[src/pkg/power_state_pkg.sv]
// Purpose: Shared constants and types for the device power-state control
// Assumes: 200 MHz system clock
// Notes:   Times are kept in their own unit; cycle counts derive from them
package power_state_pkg;

  // Device power states
  typedef enum logic [2:0] {
    ST_CORE_OFF,
    ST_OSC_WAIT,
    ST_PROC_ONLY,
    ST_RADIO_TX,
    ST_RADIO_RX,
    ST_DEEP_SLEEP
  } dev_state_type;

  // Software request codes
  typedef enum logic [2:0] {
    REQ_NONE,
    REQ_PROC_ONLY,
    REQ_RADIO_TX,
    REQ_RADIO_RX,
    REQ_DEEP_SLEEP
  } sw_req_type;

  // Decoded power domain enables
  typedef struct packed {
    logic core_on;
    logic proc_on;
    logic radio_on;
    logic lsosc_ok;
  } power_en_type;

  localparam int  CLK_PERIOD_PS   = 5000;
  localparam int  OSC_SETTLE_NS   = 10000;  // 10 us
  localparam int  OSC_SETTLE_CYC  =
    (OSC_SETTLE_NS * 1000 + CLK_PERIOD_PS - 1) / CLK_PERIOD_PS;
  localparam int  CNT_W           = 16;
  localparam logic [1:0] SYNC_RST = 2'h0;

endpackage : power_state_pkg
[src/core/power_state_control.sv]
// Purpose: Power-state sequencer: core-off, processor-only, radio, sleep
// Assumes: Enable and wake pins are asynchronous to sys_clk
// Notes:   Radio states are reachable only from the processor-on states
`timescale 1ns/100ps

// Notes on behaviour
// Processor stays powered whenever the radio runs.
// Five states: transmit, receive, processor-only, deep sleep, core-off.
// Enable pin low holds the device core-off; host keeps supply on.
// Enable pin held high moves core-off into processor-only.
// Transitions among radio, processor and sleep states follow software only; the code leaves deep sleep on the wake pin, not on a software request.
// Wake pin high blocks deep sleep regardless of software request.
// Wake pin low permits deep sleep only with no radio events pending.
// Wake pin activity wakes the device out of deep sleep.
// Host raises enable no earlier than supply and never floats it.
// Host lowers enable before the supply falls.
// Low-speed oscillator trusted only 10 us after enable rises.
// Board ties the always-on test input to ground.
// Enable and wake pins pass a two-stage synchroniser first.
module power_state_control
  import power_state_pkg::*;
#(
  parameter int SETTLE_CYC = OSC_SETTLE_CYC
) (
  input  wire logic          sys_clk,
  input  wire logic          rst_n,
  input  wire logic          chip_enable_pin,
  input  wire logic          always_on_wake_pin,
  input  wire logic          always_on_test_pin,
  input  wire sw_req_type    sw_req,
  input  wire logic          radio_events_pending,
  output logic               sw_req_ack,
  output dev_state_type      dev_state,
  output power_en_type       power_en,
  output logic               wake_event
);

  // Pin synchronisers; first stage read only by the second
  logic [1:0]    en_sync_q;
  logic [1:0]    wake_sync_q;
  logic          wake_prev_q;
  dev_state_type state_q;   // One of six states: the five device states of plus oscillator wait
  dev_state_type state_d;
  logic [CNT_W-1:0] cnt_q;
  logic [CNT_W-1:0] cnt_d;
  power_en_type  pwr_q;
  power_en_type  pwr_d;
  logic          ack_q;
  logic          ack_d;
  logic          wake_q;

  wire en_s       = en_sync_q[1];
  wire wake_s     = wake_sync_q[1];
  wire wake_edge  = wake_s ^ wake_prev_q;
  wire settle_end = (cnt_q == CNT_W'(SETTLE_CYC - 1));
  wire proc_state = (state_q == ST_PROC_ONLY) || (state_q == ST_RADIO_TX)
                    || (state_q == ST_RADIO_RX);
  // Sleep allowed only with wake pin low and no radio work
  wire sleep_ok   = !wake_s && !radio_events_pending;

  // Synchronise pins before any state decision
  always_ff @(posedge sys_clk) begin
    if (!rst_n) begin
      en_sync_q   <= SYNC_RST;
      wake_sync_q <= SYNC_RST;
      wake_prev_q <= 1'b0;
    end else begin
      en_sync_q   <= {en_sync_q[0], chip_enable_pin};
      wake_sync_q <= {wake_sync_q[0], always_on_wake_pin};
      wake_prev_q <= wake_s;
    end
  end

  // Next-state logic; enable low overrides every other request
  always_comb begin
    state_d = state_q;
    cnt_d   = cnt_q;
    ack_d   = 1'b0;
    if (!en_s) begin
      state_d = ST_CORE_OFF;
      cnt_d   = '0;
    end else begin
      case (state_q)
        ST_CORE_OFF: begin
          state_d = ST_OSC_WAIT;
          cnt_d   = '0;
        end
        ST_OSC_WAIT: begin
          // Hold off until the slow oscillator has settled
          if (settle_end) begin
            state_d = ST_PROC_ONLY;
          end else begin
            cnt_d = cnt_q + CNT_W'(1);
          end
        end
        ST_PROC_ONLY, ST_RADIO_TX, ST_RADIO_RX: begin
          // Only software moves between the running states
          case (sw_req)
            REQ_PROC_ONLY: begin
              state_d = ST_PROC_ONLY;
              ack_d   = 1'b1;
            end
            REQ_RADIO_TX: begin
              state_d = ST_RADIO_TX;
              ack_d   = 1'b1;
            end
            REQ_RADIO_RX: begin
              state_d = ST_RADIO_RX;
              ack_d   = 1'b1;
            end
            REQ_DEEP_SLEEP: begin
              // Blocked request gets no ack and is not stored; software must ask again
              if (sleep_ok) begin
                state_d = ST_DEEP_SLEEP;
                ack_d   = 1'b1;
              end
            end
            default: ;
          endcase
        end
        ST_DEEP_SLEEP: begin
          // Wake pin edge or high level brings the processor back
          if (wake_edge || wake_s) begin
            state_d = ST_PROC_ONLY;
          end
        end
        default: state_d = ST_CORE_OFF;
      endcase
    end
  end

  // Domain enables decoded from the next state, registered
  always_comb begin
    pwr_d.core_on  = (state_d != ST_CORE_OFF);
    pwr_d.lsosc_ok = (state_d != ST_CORE_OFF) && (state_d != ST_OSC_WAIT);
    pwr_d.radio_on = (state_d == ST_RADIO_TX) || (state_d == ST_RADIO_RX);
    // Processor forced on whenever radio is on
    pwr_d.proc_on  = pwr_d.radio_on || (state_d == ST_PROC_ONLY);
  end

  // State registers
  always_ff @(posedge sys_clk) begin
    if (!rst_n) begin
      state_q <= ST_CORE_OFF;
      cnt_q   <= '0;
      pwr_q   <= '0;
      ack_q   <= 1'b0;
      wake_q  <= 1'b0;
    end else begin
      state_q <= state_d;
      cnt_q   <= cnt_d;
      pwr_q   <= pwr_d;
      ack_q   <= ack_d;
      wake_q  <= (state_q == ST_DEEP_SLEEP) && (state_d == ST_PROC_ONLY);
    end
  end

  assign dev_state  = state_q;
  assign power_en   = pwr_q;
  assign sw_req_ack = ack_q;
  assign wake_event = wake_q;

  // Radio never on without processor
  radio_needs_proc_a: assert property (@(posedge sys_clk) disable iff (!rst_n)
    power_en.radio_on |-> power_en.proc_on)
    else $error("radio on with processor off");

  // Enable low reaches core-off within synchroniser delay
  enable_low_off_a: assert property (@(posedge sys_clk) disable iff (!rst_n)
    (!chip_enable_pin)[*3] |=> dev_state == ST_CORE_OFF)
    else $error("enable low did not force core-off");

  // Core-off left for oscillator wait when synchronised enable is high
  leave_core_off_a: assert property (@(posedge sys_clk) disable iff (!rst_n)
    (dev_state == ST_CORE_OFF) && en_s |=> dev_state == ST_OSC_WAIT)
    else $error("core-off not left with enable high");

  // Oscillator wait starts from a zero count with the oscillator not yet trusted
  osc_settle_a: assert property (@(posedge sys_clk) disable iff (!rst_n)
    $rose(dev_state == ST_OSC_WAIT) |->
      !power_en.lsosc_ok && (cnt_q == '0))
    else $error("oscillator trusted too early");

  // Oscillator wait never ends before the settle count is reached
  osc_count_a: assert property (@(posedge sys_clk) disable iff (!rst_n)
    (dev_state == ST_OSC_WAIT) && en_s && !settle_end
      |=> dev_state == ST_OSC_WAIT)
    else $error("oscillator wait cut short");

  // Running-state changes only on a software request
  sw_only_moves_a: assert property (@(posedge sys_clk) disable iff (!rst_n)
    proc_state && en_s && (sw_req == REQ_NONE) |=> $stable(dev_state))
    else $error("running state changed without request");

  // Sleep never entered while wake pin high
  no_sleep_wake_a: assert property (@(posedge sys_clk) disable iff (!rst_n)
    proc_state && wake_s |=> dev_state != ST_DEEP_SLEEP)
    else $error("deep sleep entered with wake pin high");

  // Sleep entered when allowed and requested
  sleep_entry_a: assert property (@(posedge sys_clk) disable iff (!rst_n)
    proc_state && en_s && sw_req == REQ_DEEP_SLEEP && sleep_ok
      |=> dev_state == ST_DEEP_SLEEP ##0 sw_req_ack)
    else $error("allowed sleep request not taken");

  // Wake pin high leaves sleep next cycle
  wake_exit_a: assert property (@(posedge sys_clk) disable iff (!rst_n)
    dev_state == ST_DEEP_SLEEP && en_s && wake_s
      |=> dev_state == ST_PROC_ONLY ##0 wake_event)
    else $error("wake pin did not wake device");

endmodule : power_state_control

[config.mk]
export PLATFORM = sky130hd
export DESIGN_NAME = power_state_control
export DESIGN_NICKNAME = d
export VERILOG_FILES = /design/src/pkg/power_state_pkg.sv /design/src/core/power_state_control.sv
export SDC_FILE = /design/constraint.sdc
export NUM_CORES = 1
export LEC_CHECK = 0
export BUFFER_PORTS_ARGS = -buffer_cell sky130_fd_sc_hd__buf_2
export CORE_AREA = 2 2 52 54
export DETAILED_ROUTE_END_ITERATION = 8
export DIE_AREA = 0 0 54 56
export PLACE_DENSITY = 0.79
export SYNTH_ARGS = -nofsm -noshare
export SYNTH_HDL_FRONTEND = slang
export SYNTH_SLANG_ARGS = --single-unit
export TNS_END_PERCENT = 30
[constraint.sdc]
create_clock -name sys_clk -period 3.85 [get_ports sys_clk]
set_input_delay 0.1925 -clock sys_clk [delete_from_list [all_inputs] [get_ports sys_clk]]
set_output_delay 0.1925 -clock sys_clk [all_outputs]
set_load 0.05 [all_outputs]
== Word level (Yosys, flattened, before mapping) ==
Cells that the tools add are included.

* Input port bits: 9
* Bits in registers: 30
* Output and inout port bits: 9

* Bitwise gates (word level): 1
* Muxes and demuxes: 10
* Equal/unequal tests: 15
* Reductions and logical operators: 16
* $add $sub $neg: 1

{| class="wikitable"
|+ Operator list
! operator !! number
|-
| one-hot mux 16 bit (2 select lines) || 1
|-
| one-hot mux 3 bit (4 select lines) || 2
|-
| == test 3 x 2 -> 1 bit, second input constant || 6
|-
| adder 16 x 1 -> 16 bit, second input constant || 1
|-
| == test 16 x 11 -> 1 bit, second input constant || 1
|-
| 2-to-1 mux 16 bit || 1
|-
| == test 3 bit, second input constant || 4
|-
| 2-to-1 mux 3 bit || 4
|-
| == test 3 x 1 -> 1 bit, second input constant || 2
|-
| OR reduction 3 bit || 2
|-
| AND reduction 2 bit || 2
|-
| logical AND 1 bit || 3
|-
| zero test 3 bit || 1
|-
| logical OR 1 bit || 3
|-
| inequality test 3 x 1 -> 1 bit, second input constant || 1
|-
| AND reduction 3 bit || 1
|-
| nonzero test 3 bit || 1
|-
| zero test 1 bit || 2
|-
| inequality test 2 bit, second input constant || 1
|-
| one-hot mux 1 bit (2 select lines) || 1
|-
| nonzero test 2 bit || 1
|-
| 2-to-1 mux 1 bit || 1
|-
| bitwise XOR 1 bit || 1
|}

== Depth between registers and ports, before layout ==
* Word-level depth: 9
* Gate-level depth with buffers: 7

== Least setup slack after synthesis ==
OpenSTA, ideal clock, no wires.

* Kind: register to register
* Start point: register state_q[2] (netlist: dev_state[2])
* End point: register pwr_q (netlist bit power_en[1])
* Slack: 2002 ps
* Cell stages (with the launch flop): 7
* Arrival time: 1761 ps
* Clock period less this slack: 1848 ps
* Setup time: 87 ps
* Data required time: 3763 ps
* Path through: dfxtp_1 -> buf_2 -> mux2_2 -> a211oi_2 -> a211oi_1 -> nor3b_2 -> nor4b_2

* Word-level cells in the longest chain between the ends: 6
* Elaborated cells on any way between the ends: 16

{| class="wikitable"
|+ RTL lines
! element !! RTL line !! text
|-
| start: declaration || power_state_control.sv:42 || <nowiki>dev_state_type state_q;</nowiki>
|-
| start signal: assignment || power_state_control.sv:150 || <nowiki>state_q <= state_d;</nowiki>
|-
| 2-to-1 mux 3 bit, or another cell as far along || power_state_control.sv:113 || <nowiki>if (sleep_ok) begin</nowiki>
|-
| one-hot mux 3 bit (4 select lines) or OR reduction 3 bit (tied branches) || power_state_control.sv:98, power_state_control.sv:83 ||
|-
| one-hot mux 3 bit (4 select lines) * || power_state_control.sv:83 || <nowiki>case (state_q)</nowiki>
|-
| 2-to-1 mux 3 bit * || power_state_control.sv:79 || <nowiki>if (!en_s) begin</nowiki>
|-
| == test 3 x 2 -> 1 bit or == test 3 bit (tied branches) || power_state_control.sv:136 || <nowiki>pwr_d.radio_on = (state_d == ST_RADIO_TX) || (state_d == ST_RADIO_RX);</nowiki>
|-
| logical OR 1 bit * || power_state_control.sv:136 ||
|-
| end signal: assignment || power_state_control.sv:152 || <nowiki>pwr_q <= pwr_d;</nowiki>
|-
| end: declaration || power_state_control.sv:46 || <nowiki>power_en_type pwr_q;</nowiki>
|}

Mark *: on every way between the ends. The rest lies on a longest branch, timed or not.
A chain may end at the register's enable or synchronous reset.

== Worst setup path in the final report ==
* Start point: register state_q[0] (netlist: dev_state[0])
* End point: register pwr_q (netlist bit power_en[1])

Same word-level chain as after synthesis.

==> results.json <==
{
  "drive_above_1_share": 0.197,
  "vias_per_cell": 5.60,
  "holdPathEnd": "wake_sync_q[0]$_SDFF_PN0_",
  "worst-endpoint-arrival_ns": 2.08,
  "whs_path_depth": 2,
  "cts_hold_buf": 0,
  "dp_hpwl_um": 1870,
  "hold_viol_final": 0,
  "reg2reg_to": "power_en[1]$_SDFF_PN0_",
  "die_h_um": 56,
  "setup_ws_ns": 2.02,
  "portBuffers": 16,
  "antenna_found_initial": 0,
  "rsz0062_at_grt": "no",
  "rr_startpoint": "dev_state[0]$_SDFF_PN0_",
  "setup_tns_ns": 0,
  "cts_setup_buffers": 0,
  "ys_seq_area_frac": 0.430,
  "rows": 18,
  "critPathCaptureType": "flip-flop",
  "yosys_warnings": 0,
  "fin_skew_ns": 0.00802,
  "setup_viol": 0,
  "clock_sinks": 30,
  "m1WireLength_um": 1190,
  "die_w_um": 54,
  "wire_per_inst_um": 12.5,
  "htreeDepth": 2,
  "highest_layer": "met4",
  "grt_usage": 0.204,
  "grt_pass1_wl_um": 4570,
  "area_growth_pct": 12.6,
  "final-seq-area_sq_um": 601,
  "diodes": 0,
  "maxCapViolations": 0,
  "clk_pin_slew_ns": 0.09,
  "clockRootBuffer": "clkbuf_4",
  "initial_core_util": 0.574,
  "critPathLaunchType": "flip-flop",
  "synthArstFlopShare": 0,
  "cts_tree": "yes",
  "grt_pass1_vias": 1058,
  "fp.dieArea_sq_mm": 0.00302,
  "vias": 1165,
  "power_density_mw_per_mm2": 362,
  "outcome": "complete, no violations",
  "worst_hold_slack_ns": 0.0723,
  "drc": 0,
  "period_share": 0.476,
  "place_ws_ns": 2.07,
  "drt_iter0_drc": 22,
  "cp_max_fo": 17,
  "slew_violations": 0,
  "ant_nets": 0,
  "cts.repair.resized": 0,
  "avgSynthCellArea_sq_um": 8.83,
  "met3_length_um": 122,
  "synth_nets": 168,
  "yosysUniqueCellTypes": 44,
  "fillers": 207,
  "netlist_area_sq_mm": 0.00140,
  "ys.flop_type": "dfxtp_1",
  "ff2ff_setup_slack_ns": 2.02,
  "ios": 18,
  "min_period_ns": 1.83,
  "reg2reg_depth": 5,
  "drt_wl_total_um": 2600,
  "grt_max_degree": 18,
  "min_path_type": "input pin to flip-flop",
  "wl_met2_um": 1260,
  "gp_congestion": 0.731,
  "crit_type": "flip-flop to flip-flop",
  "core_sq_mm": 0.00243,
  "ir_worst_vdd_mv": 0.291,
  "synth_cells": 158,
  "required_ns": 4.09,
  "grt_overflow": 0,
  "worst_slew_pin_slew_ns": 0.530,
  "multiInputGateArea_sq_um": 741,
  "hp-start": "always_on_wake_pin",
  "synth-edff-count": 0,
  "numCtsBuffers": 5,
  "cts_max_path_buffers": 2,
  "clk_latency_ns": 0.33,
  "slew_headroom": 0.646,
  "dr.pass1.iters": 4,
  "fin_nets": 187,
  "clock.fmax_mhz": 546,
  "ys_seq_elements": 30,
  "p_leak_nw": 0.556
}
[cell families (layout without fill, tap and decap cells)]
| family | after synthesis | after routing | share of synthesized area |
|---|---|---|---|
| compound gates | 27 | 27 | 0.129 |
| buf+inv | 12 | 32 | 0.0386 |
| simple gates | 73 | 73 | 0.295 |
| xor+xnor | 13 | 13 | 0.0816 |
| fa+ha+maj | 1 | 1 | 0.00897 |
| flops | 30 | 30 | 0.430 |
| mux | 2 | 2 | 0.0161 |
[area by class of cell]
type,instances,share of cell area
inverters,7,0.0167
well taps,30,0.0239
clock buffers,8,0.0502
flip-flops and latches,30,0.382
multi-input cells,116,0.471
repair buffers,17,0.0557
[worst max-delay path: stages, from the launching register on]
cell      delay, ns
dfxtp_1        0.66
mux2_2         0.27
a211oi_2       0.05
a211oi_1       0.45
nor3b_2        0.12
nor4b_2        0.21
[metrics by stage]
stage / utilization / power, mW / instances / area [sq um]
after CTS: 0.646 / 0.574 / 208 / 1570
after detailed placement: 0.614 / 0.347 / 200 / 1490
final: 0.646 / 0.568 / 208 / 1570
after global routing: 0.646 / 0.595 / 208 / 1570
after global placement: 0.614 / 0.346 / 200 / 1490
after floorplan: - / 0.338 / 158 / 1400
[flip-flops by register name, indices dropped and copies added (netlist names)]
register,count
en_sync_q,2
wake_event,1
wake_sync_q,2
sw_req_ack,1
wake_prev_q,1
dev_state,3
cnt_q,16
power_en,4
[cells in the final DEF (no fill, tap or decap), drive strengths merged, types with 3 or more instances in the layout]
cell	n
dfxtp	30
a21oi	9
nor2	24
nand4	4
and4	3
xnor2	12
nor3	5
and3	3
buf	17
and2	5
inv	7
nand3	3
o21ai	6
nand2	9
clkbuf	8
[where the power goes]
| group | switching [mW] | internal, mW | total (mW) |
|---|---|---|---|
| logic | 0.0136 | 0.0109 | 0.0245 |
| clock network | 0.104 | 0.125 | 0.229 |
| registers | 0.00229 | 0.313 | 0.315 |
[metal layers]
metal | vias to the layer above | track usage
li1 | 594 | -
met1 | 546 | 0.257
met2 | 21 | 0.307
met3 | 4 | 0.0887
met4 | 0 | 0.0679
met5 | - | 0
[synth_stat cells (all sizes together) (2+ instances only)]
cell / n / area, sq um
or2: 2 / 12.5
a211oi: 2 / 20.0
inv: 7 / 26.3
nand2b: 2 / 12.5
nor2: 24 / 97.6
mux2: 2 / 22.5
a21oi: 9 / 45.0
dfxtp: 30 / 601
nor4: 2 / 18.8
nor3: 5 / 25.0
and3: 3 / 18.8
a31oi: 2 / 12.5
and2: 5 / 31.3
nand3: 3 / 15.0
nand2: 9 / 33.8
o21ai: 6 / 30.0
nand4: 4 / 25.0
xnor2: 12 / 105
nor2b: 2 / 12.5
nor4b: 2 / 23.8
and4: 3 / 26.3
or3: 2 / 12.5
buf: 5 / 27.5
[worst max path at each step]
stage	from	end	slack [ns]	cells past startpoint
floorplan	dev_state[2]$_SDFF_PN0_	power_en[1]$_SDFF_PN0_	2.00	6
global placement	dev_state[0]$_SDFF_PN0_	power_en[1]$_SDFF_PN0_	2.10	5
detailed placement	dev_state[0]$_SDFF_PN0_	power_en[1]$_SDFF_PN0_	2.07	5
CTS	dev_state[0]$_SDFF_PN0_	power_en[1]$_SDFF_PN0_	2.04	5
global route	dev_state[0]$_SDFF_PN0_	power_en[1]$_SDFF_PN0_	1.84	5
finish	dev_state[0]$_SDFF_PN0_	power_en[1]$_SDFF_PN0_	2.02	5
(Power assumes the default switching activity.)
